===== src/pkg/aesp_pkg.sv =====
package aesp_pkg;
  // Serial frame
  localparam int          FRAME_BITS   = 32;
  localparam int          CH_BITS_END  = 8;
  localparam int          CFG_BITS_END = 16;
  localparam logic [2:0]  HDR_ENABLE   = 3'h5;
  localparam int          CNT_W        = 6;
  // Field positions inside the captured bytes
  localparam int          CH_HDR_MSB   = 7;
  localparam int          CFG_EN_BIT   = 7;
  localparam int          CFG_TEMP_BIT = 6;
  localparam int          CFG_FA_BIT   = 5;
  localparam int          CFG_FB_BIT   = 4;
  localparam int          CFG_RATE_BIT = 3;
  // Reset values
  localparam logic [4:0]  CH_RESET     = 5'h00;
  localparam logic [3:0]  CFG_RESET    = 4'h0;
  // Timing
  localparam int          CLK_PERIOD_NS = 5;
  localparam int          POR_TIME_NS   = 4000000;
  localparam int          POR_CYCLES    = (POR_TIME_NS + CLK_PERIOD_NS - 1) / CLK_PERIOD_NS;
  localparam int          CONV_CYCLES   = 400;
  localparam int          SCK_HALF      = 8;
  // Controller register offsets
  localparam logic [7:0]  OFS_CTRL     = 8'h00;
  localparam logic [7:0]  OFS_TX       = 8'h04;
  localparam logic [7:0]  OFS_RX       = 8'h08;
  localparam logic [7:0]  OFS_STATUS   = 8'h0c;
  localparam logic [7:0]  OFS_LEN      = 8'h10;
  // Controller field positions
  localparam int          CTRL_START   = 0;
  localparam int          CTRL_3WIRE   = 1;
  localparam int          ST_BUSY      = 0;
  localparam int          ST_DONE      = 1;
  localparam int          ST_EOC       = 2;
  localparam logic [5:0]  LEN_RESET    = 6'h20;

  typedef enum logic [1:0] {
    DEV_POR   = 2'b00,
    DEV_CONV  = 2'b01,
    DEV_SLEEP = 2'b10,
    DEV_IO    = 2'b11
  } aesp_dev_state_type;

  typedef enum logic [2:0] {
    HST_IDLE  = 3'b000,
    HST_SETUP = 3'b001,
    HST_WAIT  = 3'b010,
    HST_HIGH  = 3'b011,
    HST_LOW   = 3'b100,
    HST_END   = 3'b101
  } aesp_host_state_type;
endpackage


===== src/pkg/aesp_link_if.sv =====
`timescale 1ns/1ps
interface aesp_link_if;
  logic cs_n;
  logic sck;
  logic sdi;
  logic sdo;
  logic sdo_oe;
  logic sdo_line;

  // Floating data line reads high through the bus pull-up
  assign sdo_line = sdo_oe ? sdo : 1'b1;

  modport dev
  (
    input  cs_n,
    input  sck,
    input  sdi,
    output sdo,
    output sdo_oe
  );

  modport host
  (
    output cs_n,
    output sck,
    output sdi,
    input  sdo_line
  );
endinterface


===== src/logic/aesp_sync.sv =====
`timescale 1ns/1ps
module aesp_sync #(
  parameter int WIDTH = 1
) (
  input  wire logic             clk_sys,
  input  wire logic             reset,
  input  wire logic [WIDTH-1:0] din,
  output logic      [WIDTH-1:0] dout
);
  logic [WIDTH-1:0] s1_q;
  logic [WIDTH-1:0] s2_q;
  logic [WIDTH-1:0] s3_q;

  // Three stages; a bit changes once stages two and three agree
  for (genvar i = 0; i < WIDTH; i++)
  begin : g_bit
    always_ff @(posedge clk_sys or posedge reset)
    begin
      if (reset)
      begin
        s1_q[i] <= 1'b0;
        s2_q[i] <= 1'b0;
        s3_q[i] <= 1'b0;
        dout[i] <= 1'b0;
      end
      else
      begin
        s1_q[i] <= din[i];
        s2_q[i] <= s1_q[i];
        s3_q[i] <= s2_q[i];
        if (s2_q[i] == s3_q[i])
        begin
          dout[i] <= s3_q[i];
        end
      end
    end
  end
endmodule


===== src/logic/aesp_dev.sv =====
// Behaviour
// - Speed option halves conversion time, skips calibration
// - Result belongs to the conversion just finished
// - Temperature select converts sensor, mux unchanged
// - Temperature conversions always use normal rate
// - SCK high at CS fall selects internal clock
// - SDO released while CS high, flag or data bit otherwise
// - Flag high converting, low when asleep
// - Sleep after conversion; low power needs CS high
// - First SCK rise with CS low in sleep starts I/O, external clock mode only
// - New settings apply to the following conversion
// - SDO changes on SCK fall, host samples rise
// - 32nd SCK fall starts conversion, SDO high
// - CS rise mid-frame aborts, starts conversion
// - Abort before 8th fall keeps old channel
// - Configuration loads only after 16th fall
// - Power-on cycle ends, SCK picks clock mode
// - Three-wire host ties CS low, SCK low, raising CS only to end frames of any length other than 32 bits
// - CS low shows flag continuously outside I/O
// - Result loaded on flag fall, shifted by SCK
// - 32nd fall drives SDO high as next flag
// - Configuration needs header 101 and enable bit
`timescale 1ns/1ps
module aesp_dev #(
  parameter int POR_CYC  = aesp_pkg::POR_CYCLES,
  parameter int CONV_CYC = aesp_pkg::CONV_CYCLES
) (
  input  wire logic        clk_sys,
  input  wire logic        reset,
  aesp_link_if.dev         link,
  input  wire logic [30:0] ext_code,
  input  wire logic [30:0] temp_code,
  output logic      [4:0]  mux_chan,
  output logic             temp_sensor_sel,
  output logic             rate_double_sel,
  output logic      [1:0]  reject_sel,
  output logic             conv_busy,
  output logic             low_power,
  output logic             int_clk_mode
);
  import aesp_pkg::*;

  localparam int CW = 24;

  initial
  begin
    if (POR_CYC < 1 || POR_CYC >= (1 << CW) || CONV_CYC < 2 || CONV_CYC >= (1 << CW))
    begin
      $error("aesp_dev: timing parameters out of range");
    end
  end

  typedef struct packed {
    aesp_dev_state_type st;
    logic               int_mode;
    logic               sdo;
    logic               cs_p;
    logic               sck_p;
    logic [31:0]        sr_out;
    logic [7:0]         sr_in;
    logic [7:0]         ch_cap;
    logic [7:0]         cfg_cap;
    logic [CNT_W-1:0]   fcnt;
    logic [4:0]         ch;
    logic [3:0]         cfg;
    logic [4:0]         ch_act;
    logic [3:0]         cfg_act;
    logic [CW-1:0]      cnt;
  } aesp_dev_reg_type;

  aesp_dev_reg_type q;
  aesp_dev_reg_type d;
  logic [2:0]       pin_s;
  logic             cs_s;
  logic             sck_s;
  logic             sdi_s;
  logic             sck_rise;
  logic             sck_fall;
  logic             cs_rise;
  logic             cs_fall;
  logic [CW-1:0]    conv_len;

  aesp_sync #(.WIDTH(3)) u_sync
  (
    .clk_sys (clk_sys),
    .reset   (reset),
    .din     ({~link.cs_n, link.sck, link.sdi}),
    .dout    (pin_s)
  );

  // Edges of the synchronised link pins; select passes inverted so that a
  // cleared synchroniser reads as deselected and the data line stays released
  assign cs_s     = ~pin_s[2];
  assign sck_s    = pin_s[1];
  assign sdi_s    = pin_s[0];
  assign sck_rise = sck_s & ~q.sck_p;
  assign sck_fall = ~sck_s & q.sck_p;
  assign cs_rise  = cs_s & ~q.cs_p;
  assign cs_fall  = ~cs_s & q.cs_p;

  // Conversion length from the active configuration
  always_comb
  begin
    conv_len = CW'(CONV_CYC);
    if (q.cfg_act[0] && !q.cfg_act[3])
    begin
      conv_len = CW'(CONV_CYC / 2);
    end
  end

  // Next state
  always_comb
  begin
    logic [CNT_W-1:0] nf;
    logic             commit;
    nf     = q.fcnt + CNT_W'(1);
    commit = 1'b0;
    d       = q;
    d.cs_p  = cs_s;
    d.sck_p = sck_s;
    if (cs_fall && q.st != DEV_POR)
    begin
      d.int_mode = sck_s;
    end
    case (q.st)
      DEV_POR:
      begin
        d.cnt = q.cnt + CW'(1);
        if (q.cnt == CW'(POR_CYC - 1))
        begin
          d.int_mode = sck_s;
          d.st       = DEV_CONV;
          d.cnt      = '0;
        end
      end
      DEV_CONV:
      begin
        d.cnt = q.cnt + CW'(1);
        if (q.cnt >= conv_len - CW'(1))
        begin
          // Fresh result from this conversion only, latched at flag fall
          d.st     = DEV_SLEEP;
          d.sr_out = {1'b0, q.cfg_act[3] ? temp_code : ext_code};
        end
      end
      DEV_SLEEP:
      begin
        if (!cs_s && sck_rise && !q.int_mode)
        begin
          d.st    = DEV_IO;
          d.sr_in = {q.sr_in[6:0], sdi_s};
          d.fcnt  = '0;
        end
      end
      default:
      begin
        if (sck_rise)
        begin
          d.sr_in = {q.sr_in[6:0], sdi_s};
        end
        if (cs_rise)
        begin
          if (q.fcnt == '0)
          begin
            d.st = DEV_SLEEP;
          end
          else
          begin
            commit = 1'b1;
          end
        end
        else if (sck_fall)
        begin
          d.fcnt   = nf;
          d.sr_out = {q.sr_out[30:0], 1'b0};
          if (nf == CNT_W'(CH_BITS_END))
          begin
            d.ch_cap = q.sr_in;
          end
          if (nf == CNT_W'(CFG_BITS_END))
          begin
            d.cfg_cap = q.sr_in;
          end
          if (nf == CNT_W'(FRAME_BITS))
          begin
            commit = 1'b1;
          end
        end
      end
    endcase
    if (commit)
    begin
      // Channel after 8 falls, configuration after 16 with header and enable
      if (d.fcnt >= CNT_W'(CH_BITS_END) && d.ch_cap[CH_HDR_MSB -: 3] == HDR_ENABLE)
      begin
        d.ch = d.ch_cap[4:0];
        if (d.fcnt >= CNT_W'(CFG_BITS_END) && d.cfg_cap[CFG_EN_BIT])
        begin
          d.cfg = {d.cfg_cap[CFG_TEMP_BIT], d.cfg_cap[CFG_FA_BIT],
                   d.cfg_cap[CFG_FB_BIT], d.cfg_cap[CFG_RATE_BIT]};
        end
      end
      d.st      = DEV_CONV;
      d.cnt     = '0;
      d.ch_act  = d.ch;
      d.cfg_act = d.cfg;
    end
    // Flag or data bit for the data line
    case (d.st)
      DEV_SLEEP: d.sdo = 1'b0;
      DEV_IO:    d.sdo = d.sr_out[31];
      default:   d.sdo = 1'b1;
    endcase
  end

  // State register
  always_ff @(posedge clk_sys or posedge reset)
  begin
    if (reset)
    begin
      q         <= '0;
      q.st      <= DEV_POR;
      q.sdo     <= 1'b1;
      q.cs_p    <= 1'b1;
      q.ch      <= CH_RESET;
      q.cfg     <= CFG_RESET;
      q.ch_act  <= CH_RESET;
      q.cfg_act <= CFG_RESET;
    end
    else
    begin
      q <= d;
    end
  end

  // Link and user outputs
  assign link.sdo        = q.sdo;
  assign link.sdo_oe     = ~cs_s;
  assign mux_chan        = q.ch_act;
  assign temp_sensor_sel = q.cfg_act[3];
  assign rate_double_sel = q.cfg_act[0] & ~q.cfg_act[3];
  assign reject_sel      = q.cfg_act[2:1];
  assign conv_busy       = (q.st == DEV_CONV);
  assign low_power       = (q.st == DEV_SLEEP) & cs_s;
  assign int_clk_mode    = q.int_mode;
endmodule


===== src/flat_wrapper.sv =====
// flat-port wrapper written by rule: the top's interface ports become plain ports
module aesp_dev_flat import aesp_pkg::*;
#(
  parameter int POR_CYC  = aesp_pkg::POR_CYCLES,
  parameter int CONV_CYC = aesp_pkg::CONV_CYCLES
)
  (clk_sys, reset, ext_code, temp_code, mux_chan, temp_sensor_sel, rate_double_sel, reject_sel, conv_busy, low_power, int_clk_mode, link_cs_n, link_sck, link_sdi, link_sdo, link_sdo_oe);
  aesp_link_if link_i ();
  input  wire logic clk_sys;
  input  wire logic reset;
  input  wire logic [30:0] ext_code;
  input  wire logic [30:0] temp_code;
  output logic      [4:0] mux_chan;
  output logic temp_sensor_sel;
  output logic rate_double_sel;
  output logic      [1:0] reject_sel;
  output logic conv_busy;
  output logic low_power;
  output logic int_clk_mode;
  input wire logic [$bits(link_i.cs_n)-1:0] link_cs_n;
  input wire logic [$bits(link_i.sck)-1:0] link_sck;
  input wire logic [$bits(link_i.sdi)-1:0] link_sdi;
  output wire logic [$bits(link_i.sdo)-1:0] link_sdo;
  output wire logic [$bits(link_i.sdo_oe)-1:0] link_sdo_oe;
  assign link_i.cs_n = link_cs_n;
  assign link_i.sck = link_sck;
  assign link_i.sdi = link_sdi;
  assign link_sdo = link_i.sdo;
  assign link_sdo_oe = link_i.sdo_oe;
  aesp_dev #(.POR_CYC(POR_CYC), .CONV_CYC(CONV_CYC)) u_core (.clk_sys(clk_sys), .reset(reset), .link(link_i), .ext_code(ext_code), .temp_code(temp_code), .mux_chan(mux_chan), .temp_sensor_sel(temp_sensor_sel), .rate_double_sel(rate_double_sel), .reject_sel(reject_sel), .conv_busy(conv_busy), .low_power(low_power), .int_clk_mode(int_clk_mode));
endmodule

===== config.mk =====
export PLATFORM = sky130hd
export DESIGN_NAME = aesp_dev_flat
export DESIGN_NICKNAME = d
export VERILOG_FILES = /design/src/pkg/aesp_pkg.sv /design/src/pkg/aesp_link_if.sv /design/src/logic/aesp_sync.sv /design/src/logic/aesp_dev.sv /design/src/flat_wrapper.sv
export SDC_FILE = /design/constraint.sdc
export NUM_CORES = 1
export LEC_CHECK = 0
export BUFFER_PORTS_ARGS = -buffer_cell sky130_fd_sc_hd__buf_2
export CORE_MARGIN = 4
export CORE_UTILIZATION = 45
export CTS_CLUSTER_DIAMETER = 100
export DETAILED_ROUTE_END_ITERATION = 16
export PLACE_DENSITY = 0.65
export SETUP_SLACK_MARGIN = 0.3
export SYNTH_ARGS = -nofsm -noshare
export SYNTH_HDL_FRONTEND = slang
export SYNTH_SLANG_ARGS = --single-unit

===== constraint.sdc =====
create_clock -name clk_sys -period 4.1 [get_ports clk_sys]
set_input_delay 0 -clock clk_sys [delete_from_list [all_inputs] [get_ports clk_sys]]
set_output_delay 0 -clock clk_sys [all_outputs]
set_load 0.01 [all_outputs]

==> run summary, run 1 <==
### Status
• outcome: completed

### Routing
• average wire per standard cell: 16.28 um
• vias: 4274
• detailed-route wire length: 12.21 mm
• post-detailed-route count of antenna-violating nets: 0
• initial detailed-routing violation count: 343
• via density per instance: 5.699
• first-pass iteration count of the detailed router: 5
• DRC violations left: 0

### Yosys
• Mapped Avg Cell Area: 10.85 um^2
• fraction of registers with async set or reset after synthesis: 100.0%
• Syn Nets: 567
• Most used DFF post-synth: dfrtp_1
• register area share after synthesis: 51.17%
• count of mapped cells out of synthesis: 496
• number of warnings reported in the yosys synthesis log: 0
• EDFF count, synth: 0
• summed instance area of the synthesized netlist: 0.005384 mm^2
• FF+latch count, synth: 110
• Netlist cell types: 57

### Timing
• maximum clock frequency: 359.7 MHz
• worst hold slack across all endpoints: 5.803 ps
• Relative slew margins: 24.16%
• Hold Vio Cnt, Final: 0
• setup repair after global routing missed its margin: no
• final setup slack of the worst path: 1320 ps
• setup violators final: 0
• final setup skew: 7.397 ps
• max-slew violation count: 0
• share of the clock period used by the worst path: 67.80%
• pin slew with the least headroom to its limit: 1138 ps
• Setup TNS: 0 ps
• Final min period: 2780 ps

### CTS
• post-CTS setup repair buffer count: 0
• number of clock buffers inserted by TritonCTS: 9
• number of levels in the clock H-tree: 3
• root buf cell: clkbuf_16
• TritonCTS Sinks: 110
• buffer depth of the longest clock path: 2
• clock transition at the register clock pins on the worst setup and hold paths after CTS: 70 ps
• insertion delay to the later sink of the worst-skew pair: 350 ps
• TritonCTS clock tree: built

### Place
• number of cells after detailed placement: 692
• estimated wirelength of the detail-placed design: 7.967 mm
• setup slack after placement: 1336 ps
• # port buffers: 80
• last weighted congestion value of the routability-driven placer: 0.8560
• instance area after placement: 0.005857 mm^2

### Global routing
• global-route wire length before repair: 21.24 mm
• overall fraction of global-route tracks in use: 18.43%
• total global routing overflow: 0
• antenna violations before repair: 0
• via count of the first global-routing pass: 4375
• pin count of the biggest net entering global routing: 74

### Power
• Peak supply drop: 0.2259 mV
• net switching power of the design: 0.4799 mW
• sequential power share: 52.6%
• combinational group share of total power: 5.8%
• share of total power consumed by net switching: 22.35%
• portion of total power attributed to the clock network: 41.6%
• Cell Pwr Density: 326.3 mW/mm^2
• Static Leakage: 2.912 nW
• internal power of the cells: 1.667 mW

### Setup path
• delay of the slowest cell on the worst path: 910 ps
• cell with the largest stage delay on the worst path: and2_1
• top cell family by delay on the critical path: simple AND/OR/NAND/NOR gates
• maximum fanout encountered on the critical timing path: 30
• Crit path buffers/inverters: 0
• critical path required time: 4390 ps
• register-to-register path setup slack: 1320 ps
• endpoint of the worst-slack reg-to-reg timing path: u_core.q[94]
• type of the worst setup path: reg2reg
• Critical Path End Type: flop
• critical path arrival: 3070 ps
• number of cells on the critical path: 5
• cell chain of the critical path: or4_1 > a211o_1 > o31ai_4 > and2_1 > a221o_1
• launching element type of the critical path: flop
• count of cells along the worst register-to-register path: 5
• Crit Reg-Reg Startpoint: u_core.q[18]

### Final layout
• number of antenna diodes: 0
• signed area change from the synthesized netlist to the final layout: 22.24%
• area of all placed cells without fillers: 0.006581 mm^2
• Final Instance Count excl. Fillers: 750
• most frequent cells in the layout: dfrtp_1, buf_2, nor2_1
• final-stage net count: 673
• share of final-layout standard cells stronger than drive strength 1: 24.22%
• most common library cell in the layout ignoring fill and taps: dfrtp_1

### Floorplan
• I/O pin count: 81
• DIE AREA: 0.01378 mm^2
• width of the die: 117.4 um
• Cell Rows: 39
• die boundary height: 117.4 um
• effective utilization at floorplan: 46.55%
• area inside the core boundary: 0.01156 mm^2

### Worst hold path
• worst min-delay path startpoint: ext_code[3]
• hold depth: 4
• min-delay worst type: in2reg
• hold-critical path endpoint: u_core.q[75]

### Job
• count of max-cap constraint violations: 0

-- per-layer routing --
| layer | global-route usage (%) | share of wire, % | vias to the layer above |
|---|---|---|---|
| li1 | - | - | 2052 |
| met5 | 0 | 0 | - |
| met4 | 4.326 | 1.4 | 0 |
| met1 | 24.50 | 47 | 2113 |
| met2 | 30.17 | 48 | 95 |
| met3 | 5.101 | 4.2 | 14 |
-- worst max path at each step --
stage                     slack, ps           from             endpoint
after floorplan                1200          reset  u_core.int_clk_mode
after global placement         1350   u_core.q[42]         u_core.q[36]
after detailed placement       1340  u_core.q[108]         u_core.q[39]
after CTS                      1310  u_core.q[108]         u_core.q[39]
after global routing           1150    u_core.q[0]         u_core.q[86]
final                          1320   u_core.q[18]         u_core.q[94]
-- sequential cells by signal (all words and copies together), names as in the netlist --
signal	count
u_core.q	96
u_core.u_sync.dout	3
u_core.int_clk_mode	1
u_core.u_sync.s2_q	3
u_core.u_sync.s1_q	3
u_core.link.sdo	1
u_core.u_sync.s3_q	3
-- power groups by stage --
stage / Combinational, mW / Clock, mW / Sequential, mW
floorplan: 0.0504 / 0 / 1.14
finish: 0.124 / 0.894 / 1.13
global route: 0.140 / 0.975 / 1.13
global placement: 0.0912 / 0 / 1.15
CTS: 0.124 / 0.923 / 1.13
detailed placement: 0.0953 / 0 / 1.15
-- stage by stage --
step,utilization [%],total power [mW]
finish,56.91,2.147
global route,56.91,2.246
CTS,56.91,2.176
floorplan,-,1.194
global placement,50.64,1.240
detailed placement,50.64,1.244
-- synthesized netlist by cell type, types with 8 or more instances --
cell type  count  area share (%)
a21oi_1       14             1.3
a221o_1       30             5.6
buf_2          9            0.84
clkbuf_1      16             1.1
dfrtp_1      108              50
inv_1          9            0.63
mux2_2        31             6.5
mux2i_1       33             6.1
nand2_1       25             1.7
nand3_1       15             1.4
nand4_1        8            0.93
nor2_1        50             3.5
nor3_1         9            0.84
o21ai_0       36             3.3
-- logic make-up after synthesis --
| group | synth area share, % |
|---|---|
| XOR/XNOR | 0.4881 |
| multiplexers | 13.04 |
| adder cells (fa/ha/maj) | 1.673 |
| AND/OR/NAND/NOR | 14.52 |
| flip-flops | 51.17 |
| AO/OA/AOI/OAI | 15.27 |
| buffers and inverters | 3.834 |
-- final cells by class --
type,instances,area [um^2]
inverter,10,40.04
clock inverter,6,75.07
tap,143,178.9
multi-input combinational,343,2436
timing repair buffer,128,865.8
clock buffer,10,229.0
fill,996,4984
sequential,110,2756
-- worst min-delay path, delay by kind of cell --
kind,cells,cell delay [ps]
mux,1,50
simple gates,1,90
buf+inv,1,80
compound gates,1,110
-- repair_timing --
action | 4_1_cts | 5_1_grt
resized for setup | 0 | 0
endpoints found under the hold margin | 95 | 0
hold buffers | 42 | 0
(Power assumes the default switching activity.)
==> inputs of run 2 (changes only) <==
clock period = 2.81 ns   (was 4.1 ns; I/O delays follow)
==> run 2 against run 1 <==
  * The flow now finishes with violations (hold timing)
  * Die area stayed put
  * Hold slack worse by 9.6 ps
  * Count of clock-buffer cells in the layout is 2 higher
  * Clock skew is 4.3 ps higher
  * Routed wire length is 6.3% lower
  * Sequential share of layout area is 0.24 points higher
  * Largest power group unchanged
  * Critical path depth is 2 higher
  * Utilization is 0.25 points lower
  * Design area is 0.44% lower
  * Non-clock buffer count is 11 lower
  * Critical endpoint is now u_core.q[39]
  * Total power is 48% higher
==> run summary, run 2 (synthesis gave the netlist of run 1 again) <==
### Routing
• via density per instance: 5.605
• initial detailed-routing violation count: 346
• detailed-route wire length: 11.43 mm
• average wire per standard cell: 15.47 um
• DRC violations left: 0
• post-detailed-route count of antenna-violating nets: 0
• first-pass iteration count of the detailed router: 4
• vias: 4142

### Final layout
• number of antenna diodes: 0
• area of the multi-input gates: 0.002476 mm^2
• most frequent cells in the layout: dfrtp_1, buf_2, nor2_1
• filler cell count in the final layout: 973
• final-stage net count: 662
• signed area change from the synthesized netlist to the final layout: 21.71%
• share of final-layout standard cells stronger than drive strength 1: 27.85%
• Top reg by flops: u_core.q
• most common library cell in the layout ignoring fill and taps: dfrtp_1
• Largest register FFs: 96
• storage element area: 0.002760 mm^2

### Floorplan
• area inside the core boundary: 0.01156 mm^2
• I/O pin count: 81
• Cell Rows: 39
• width of the die: 117.4 um
• effective utilization at floorplan: 46.55%
• die boundary height: 117.4 um
• DIE AREA: 0.01378 mm^2

### Setup path
• maximum fanout encountered on the critical timing path: 8
• critical path arrival: 2650 ps
• launching element type of the critical path: flop
• type of the worst setup path: reg2reg
• critical path required time: 3040 ps
• Critical Path End Type: flop

### CTS
• root buf cell: clkbuf_16
• number of levels in the clock H-tree: 3
• buffer depth of the longest clock path: 2
• TritonCTS Sinks: 110
• number of clock buffers inserted by TritonCTS: 9
• insertion delay to the later sink of the worst-skew pair: 350 ps
• TritonCTS clock tree: built
• clock transition at the register clock pins on the worst setup and hold paths after CTS: 70 ps

### Place
• # port buffers: 80
• estimated wirelength of the detail-placed design: 7.906 mm
• last weighted congestion value of the routability-driven placer: 0.9050
• setup slack after placement: 220.0 ps

### Power
• Peak supply drop: 0.3355 mV
• Pwr Total: 3.180 mW
• Cell Pwr Density: 485.3 mW/mm^2
• Static Leakage: 2.895 nW

### Global routing
• global-route wire length before repair: 19.56 mm
• via count of the first global-routing pass: 4016
• antenna violations before repair: 0
• met2 usage in global routing: 26.91%
• overall fraction of global-route tracks in use: 16.85%
• most used routing layer: met2
• Global Route met1 Usage: 23.89%
• pin count of the biggest net entering global routing: 48
• total global routing overflow: 0
• met3 track demand over resource in global routing: 3.850%

### Timing
• final setup skew: 11.66 ps
• worst hold slack across all endpoints: -3.842 ps
• Final min period: 2421 ps
• share of the clock period used by the worst path: 86.17%
• setup violators final: 0
• maximum clock frequency: 413.0 MHz
• max-slew violation count: 0
• Relative slew margins: 40.93%
• Setup TNS: 0 ps
• final setup slack of the worst path: 388.6 ps
• pin slew with the least headroom to its limit: 884.3 ps
• setup repair after global routing missed its margin: yes
• Hold Vio Cnt, Final: 1

### Status
• violations in the final reports: hold timing
• outcome: complete, but fails checks

### Worst hold path
• min-delay worst type: in2reg

### Job
• count of max-cap constraint violations: 0

run 2: layer usage:
layer	share of wire [%]	wire length [um]	up-vias
li1	-	-	2020
met1	48	5467	2012
met2	47	5376	102
met3	4.5	514	8
met4	0.65	74	0
met5	0	0	-
run 2: stage by stage:
step	hold WS (ps)	cells	util, %	area (um^2)
2_1_floorplan	31.43	496	-	5388
3_3_place_gp	109.6	699	51.33	5936
3_5_place_dp	111.4	699	51.33	5936
4_1_cts	0.3331	737	56.16	6495
5_1_grt	1.512	739	56.66	6553
6_report	-3.842	739	56.66	6553
run 2: area by class of cell:
cell class / count / area share (%)
multi-input cells: 343 / 37.79
clock inverters: 4 / 1.222
inverters: 10 / 0.6301
well taps: 143 / 2.731
flip-flops and latches: 110 / 42.12
clock buffers: 12 / 3.762
repair buffers: 117 / 11.74
run 2: path summary, 6_finish.rpt:
path / to / startpoint / depth (start not counted) / slack, ps
min: u_core.q[93] / ext_code[21] / 4 / -4
min in group asynchronous: u_core.q[35] / reset / 3 / 390
max reg2reg: u_core.q[39] / u_core.q[43] / 7 / 390
max in group asynchronous: u_core.q[105] / reset / 4 / 1540
max: u_core.q[39] / u_core.q[43] / 7 / 390
min reg2reg: u_core.u_sync.s2_q[2] / u_core.u_sync.s1_q[2] / 0 / 350
run 2: what timing repair did:
item | in CTS | in global routing
endpoints found under the setup margin | 9 | 46
hold buffers | 22 | 0
hold endpoints to repair | 52 | 0
gates resized for setup | 4 | 11
setup buffers | 0 | 2
run 2: critical path, stage by stage, from the launching register on:
cell and delay (ps):
dfrtp_2 420, ha_1 210, nand4_1 150, or3_4 370
or3_4 410, buf_4 190, mux2_2 280, mux2_2 270
run 2: power by group:
part | switching [mW] | total, mW | leakage (nW) | internal (mW)
combinational | 0.0715 | 0.163 | 1.33 | 0.0917
sequential | 0.0282 | 1.65 | 1.41 | 1.62
clock | 0.555 | 1.37 | 0.159 | 0.814
total | 0.654 | 3.18 | 2.89 | 2.53
==> inputs of run 3 (changes only) <==
BUFFER_PORTS_ARGS = -buffer_cell sky130_fd_sc_hd__buf_4   (was -buffer_cell sky130_fd_sc_hd__buf_2)
CORE_UTILIZATION = 40   (was 45)
PLACE_DENSITY = not set   (was 0.65)
==> run 3 against run 2 <==
  * The run now ends clean
  * Setup slack better by 9.8 ps
  * Global-route usage shrank 0.47 points
  * Total power is 4.4% higher
  * Sequential cell count unchanged
  * Sequential share of layout area fell by 1.8 points
  * Non-clock buffer count is 2 higher
  * Via count is 1.3% higher
  * Largest cell class unchanged
  * Critical endpoint is now u_core.q[36]
  * Sequential power barely moved
  * Design area grew 4.6%
==> run summary, run 3 (synthesis gave the netlist of run 1 again) <==
### Status
• outcome: completed

### Place
• estimated wirelength of the detail-placed design: 8.059 mm
• # port buffers: 80
• instance area after placement: 0.006155 mm^2
• last weighted congestion value of the routability-driven placer: 0.8369
• setup slack after placement: 283.3 ps

### Final layout
• storage element area: 0.002763 mm^2
• final-stage net count: 664
• signed area change from the synthesized netlist to the final layout: 27.26%
• area of the multi-input gates: 0.002491 mm^2
• most common library cell in the layout ignoring fill and taps: dfrtp_1
• number of antenna diodes: 0
• share of final-layout standard cells stronger than drive strength 1: 27.93%
• Largest register FFs: 96
• most frequent cells in the layout: dfrtp_1, buf_4, nor2_1
• Top reg by flops: u_core.q
• area of all placed cells without fillers: 0.006852 mm^2
• filler cell count in the final layout: 1162

### Timing
• setup repair after global routing missed its margin: yes
• Setup TNS: 0 ps
• Hold Vio Cnt, Final: 0
• worst hold slack across all endpoints: 0.7948 ps
• Relative slew margins: 47.62%
• final setup skew: 6.381 ps
• Final min period: 2412 ps
• setup violators final: 0
• max-slew violation count: 0
• share of the clock period used by the worst path: 85.82%
• final setup slack of the worst path: 398.4 ps
• maximum clock frequency: 414.7 MHz
• pin slew with the least headroom to its limit: 784.0 ps

### Routing
• detailed-route wire length: 11.90 mm
• vias: 4195
• first-pass iteration count of the detailed router: 4
• post-detailed-route count of antenna-violating nets: 0
• average wire per standard cell: 15.37 um
• DRC violations left: 0
• initial detailed-routing violation count: 304
• via density per instance: 5.420

### Floorplan
• die boundary height: 124.0 um
• width of the die: 124.0 um
• effective utilization at floorplan: 40.82%
• DIE AREA: 0.01538 mm^2
• Cell Rows: 42
• I/O pin count: 81
• area inside the core boundary: 0.01319 mm^2

### Power
• Cell Pwr Density: 484.4 mW/mm^2
• Pwr Total: 3.319 mW
• Static Leakage: 2.961 nW
• Peak supply drop: 0.3435 mV

### Global routing
• pin count of the biggest net entering global routing: 76
• total global routing overflow: 0
• antenna violations before repair: 0
• global-route wire length before repair: 20.28 mm
• overall fraction of global-route tracks in use: 16.38%
• via count of the first global-routing pass: 4219

### CTS
• buffer depth of the longest clock path: 2
• number of clock buffers inserted by TritonCTS: 9
• TritonCTS clock tree: built
• clock transition at the register clock pins on the worst setup and hold paths after CTS: 70 ps
• number of levels in the clock H-tree: 3
• root buf cell: clkbuf_16
• insertion delay to the later sink of the worst-skew pair: 350 ps
• TritonCTS Sinks: 110

### Setup path
• cell chain of the critical path: ha_1 > nand4_1 > or3_4 > or3_4 > mux2i_4 > nand4_4 > mux2_2
• launching element type of the critical path: flop
• crit-path most repeated cell: or3_4
• type of the worst setup path: reg2reg
• Critical Path End Type: flop
• cell with the largest stage delay on the worst path: dfrtp_2
• delay of the slowest cell on the worst path: 420 ps
• maximum fanout encountered on the critical timing path: 7
• top cell family by delay on the critical path: simple AND/OR/NAND/NOR gates
• Crit path buffers/inverters: 0
• critical path arrival: 2650 ps
• critical path required time: 3050 ps

### Worst hold path
• min-delay worst type: in2reg

### Job
• count of max-cap constraint violations: 0

[run 3: cell types whose count changed in the layout (fill, tap and decap cells not counted), sizes merged]
cell	delta
clkinv	+2
clkbuf	-3
buf	-3
bufinv	+1
dlygate4sd3	+5
[run 3: where the power goes]
group	switching [mW]	leakage, nW	internal (mW)
Sequential	0.0280	1.40	1.62
Clock	0.600	0.170	0.877
Combinational	0.0737	1.39	0.121
Total	0.702	2.96	2.62
[run 3: final cells by class]
class	instances	area share [%]
Multi-Input combinational cell	343	36.36
Tap cell	176	3.214
Sequential cell	110	40.32
Timing Repair Buffer	119	14.44
Inverter	10	0.6026
Clock inverter	7	1.771
Clock buffer	9	3.287
[run 3: metal layers]
layer	wire length [um]	GRT usage, %	vias up
met3	513	4.042	9
met4	118	3.628	0
met1	5598	23.07	2070
met5	0	0	-
li1	-	-	2017
met2	5669	25.68	99
[run 3: final timing paths]
kind	startpoint	cells past startpoint	slack, ps	end
worst max-delay path	u_core.q[43]	7	400	u_core.q[36]
worst min-delay path	ext_code[25]	4	0.8	u_core.q[97]
worst max register to register	u_core.q[43]	7	400	u_core.q[36]
worst min register to register	u_core.u_sync.s1_q[2]	0	350	u_core.u_sync.s2_q[2]
max in group asynchronous	reset	4	1600	u_core.link.sdo
min in group asynchronous	reset	3	340	u_core.u_sync.s1_q[2]
[run 3: worst min-delay path, delay by kind of cell]
family | cells | cell delay (ps)
buffers and inverters | 1 | 70
multiplexers | 1 | 50
AO/OA/AOI/OAI | 1 | 110
AND/OR/NAND/NOR | 1 | 80
[run 3: what timing repair did]
item / in CTS / in global routing
gates resized for setup: 3 / 14
setup endpoints to repair: 9 / 63
hold endpoints to repair: 51 / 0
hold buffers: 27 / 0
setup buffers: 0 / 2
[run 3: per-stage QoR]
step | instances | utilization [%]
after floorplan | 496 | -
after global placement | 729 | 46.66
after detailed placement | 729 | 46.66
after CTS | 772 | 51.39
after global routing | 774 | 51.94
final | 774 | 51.94
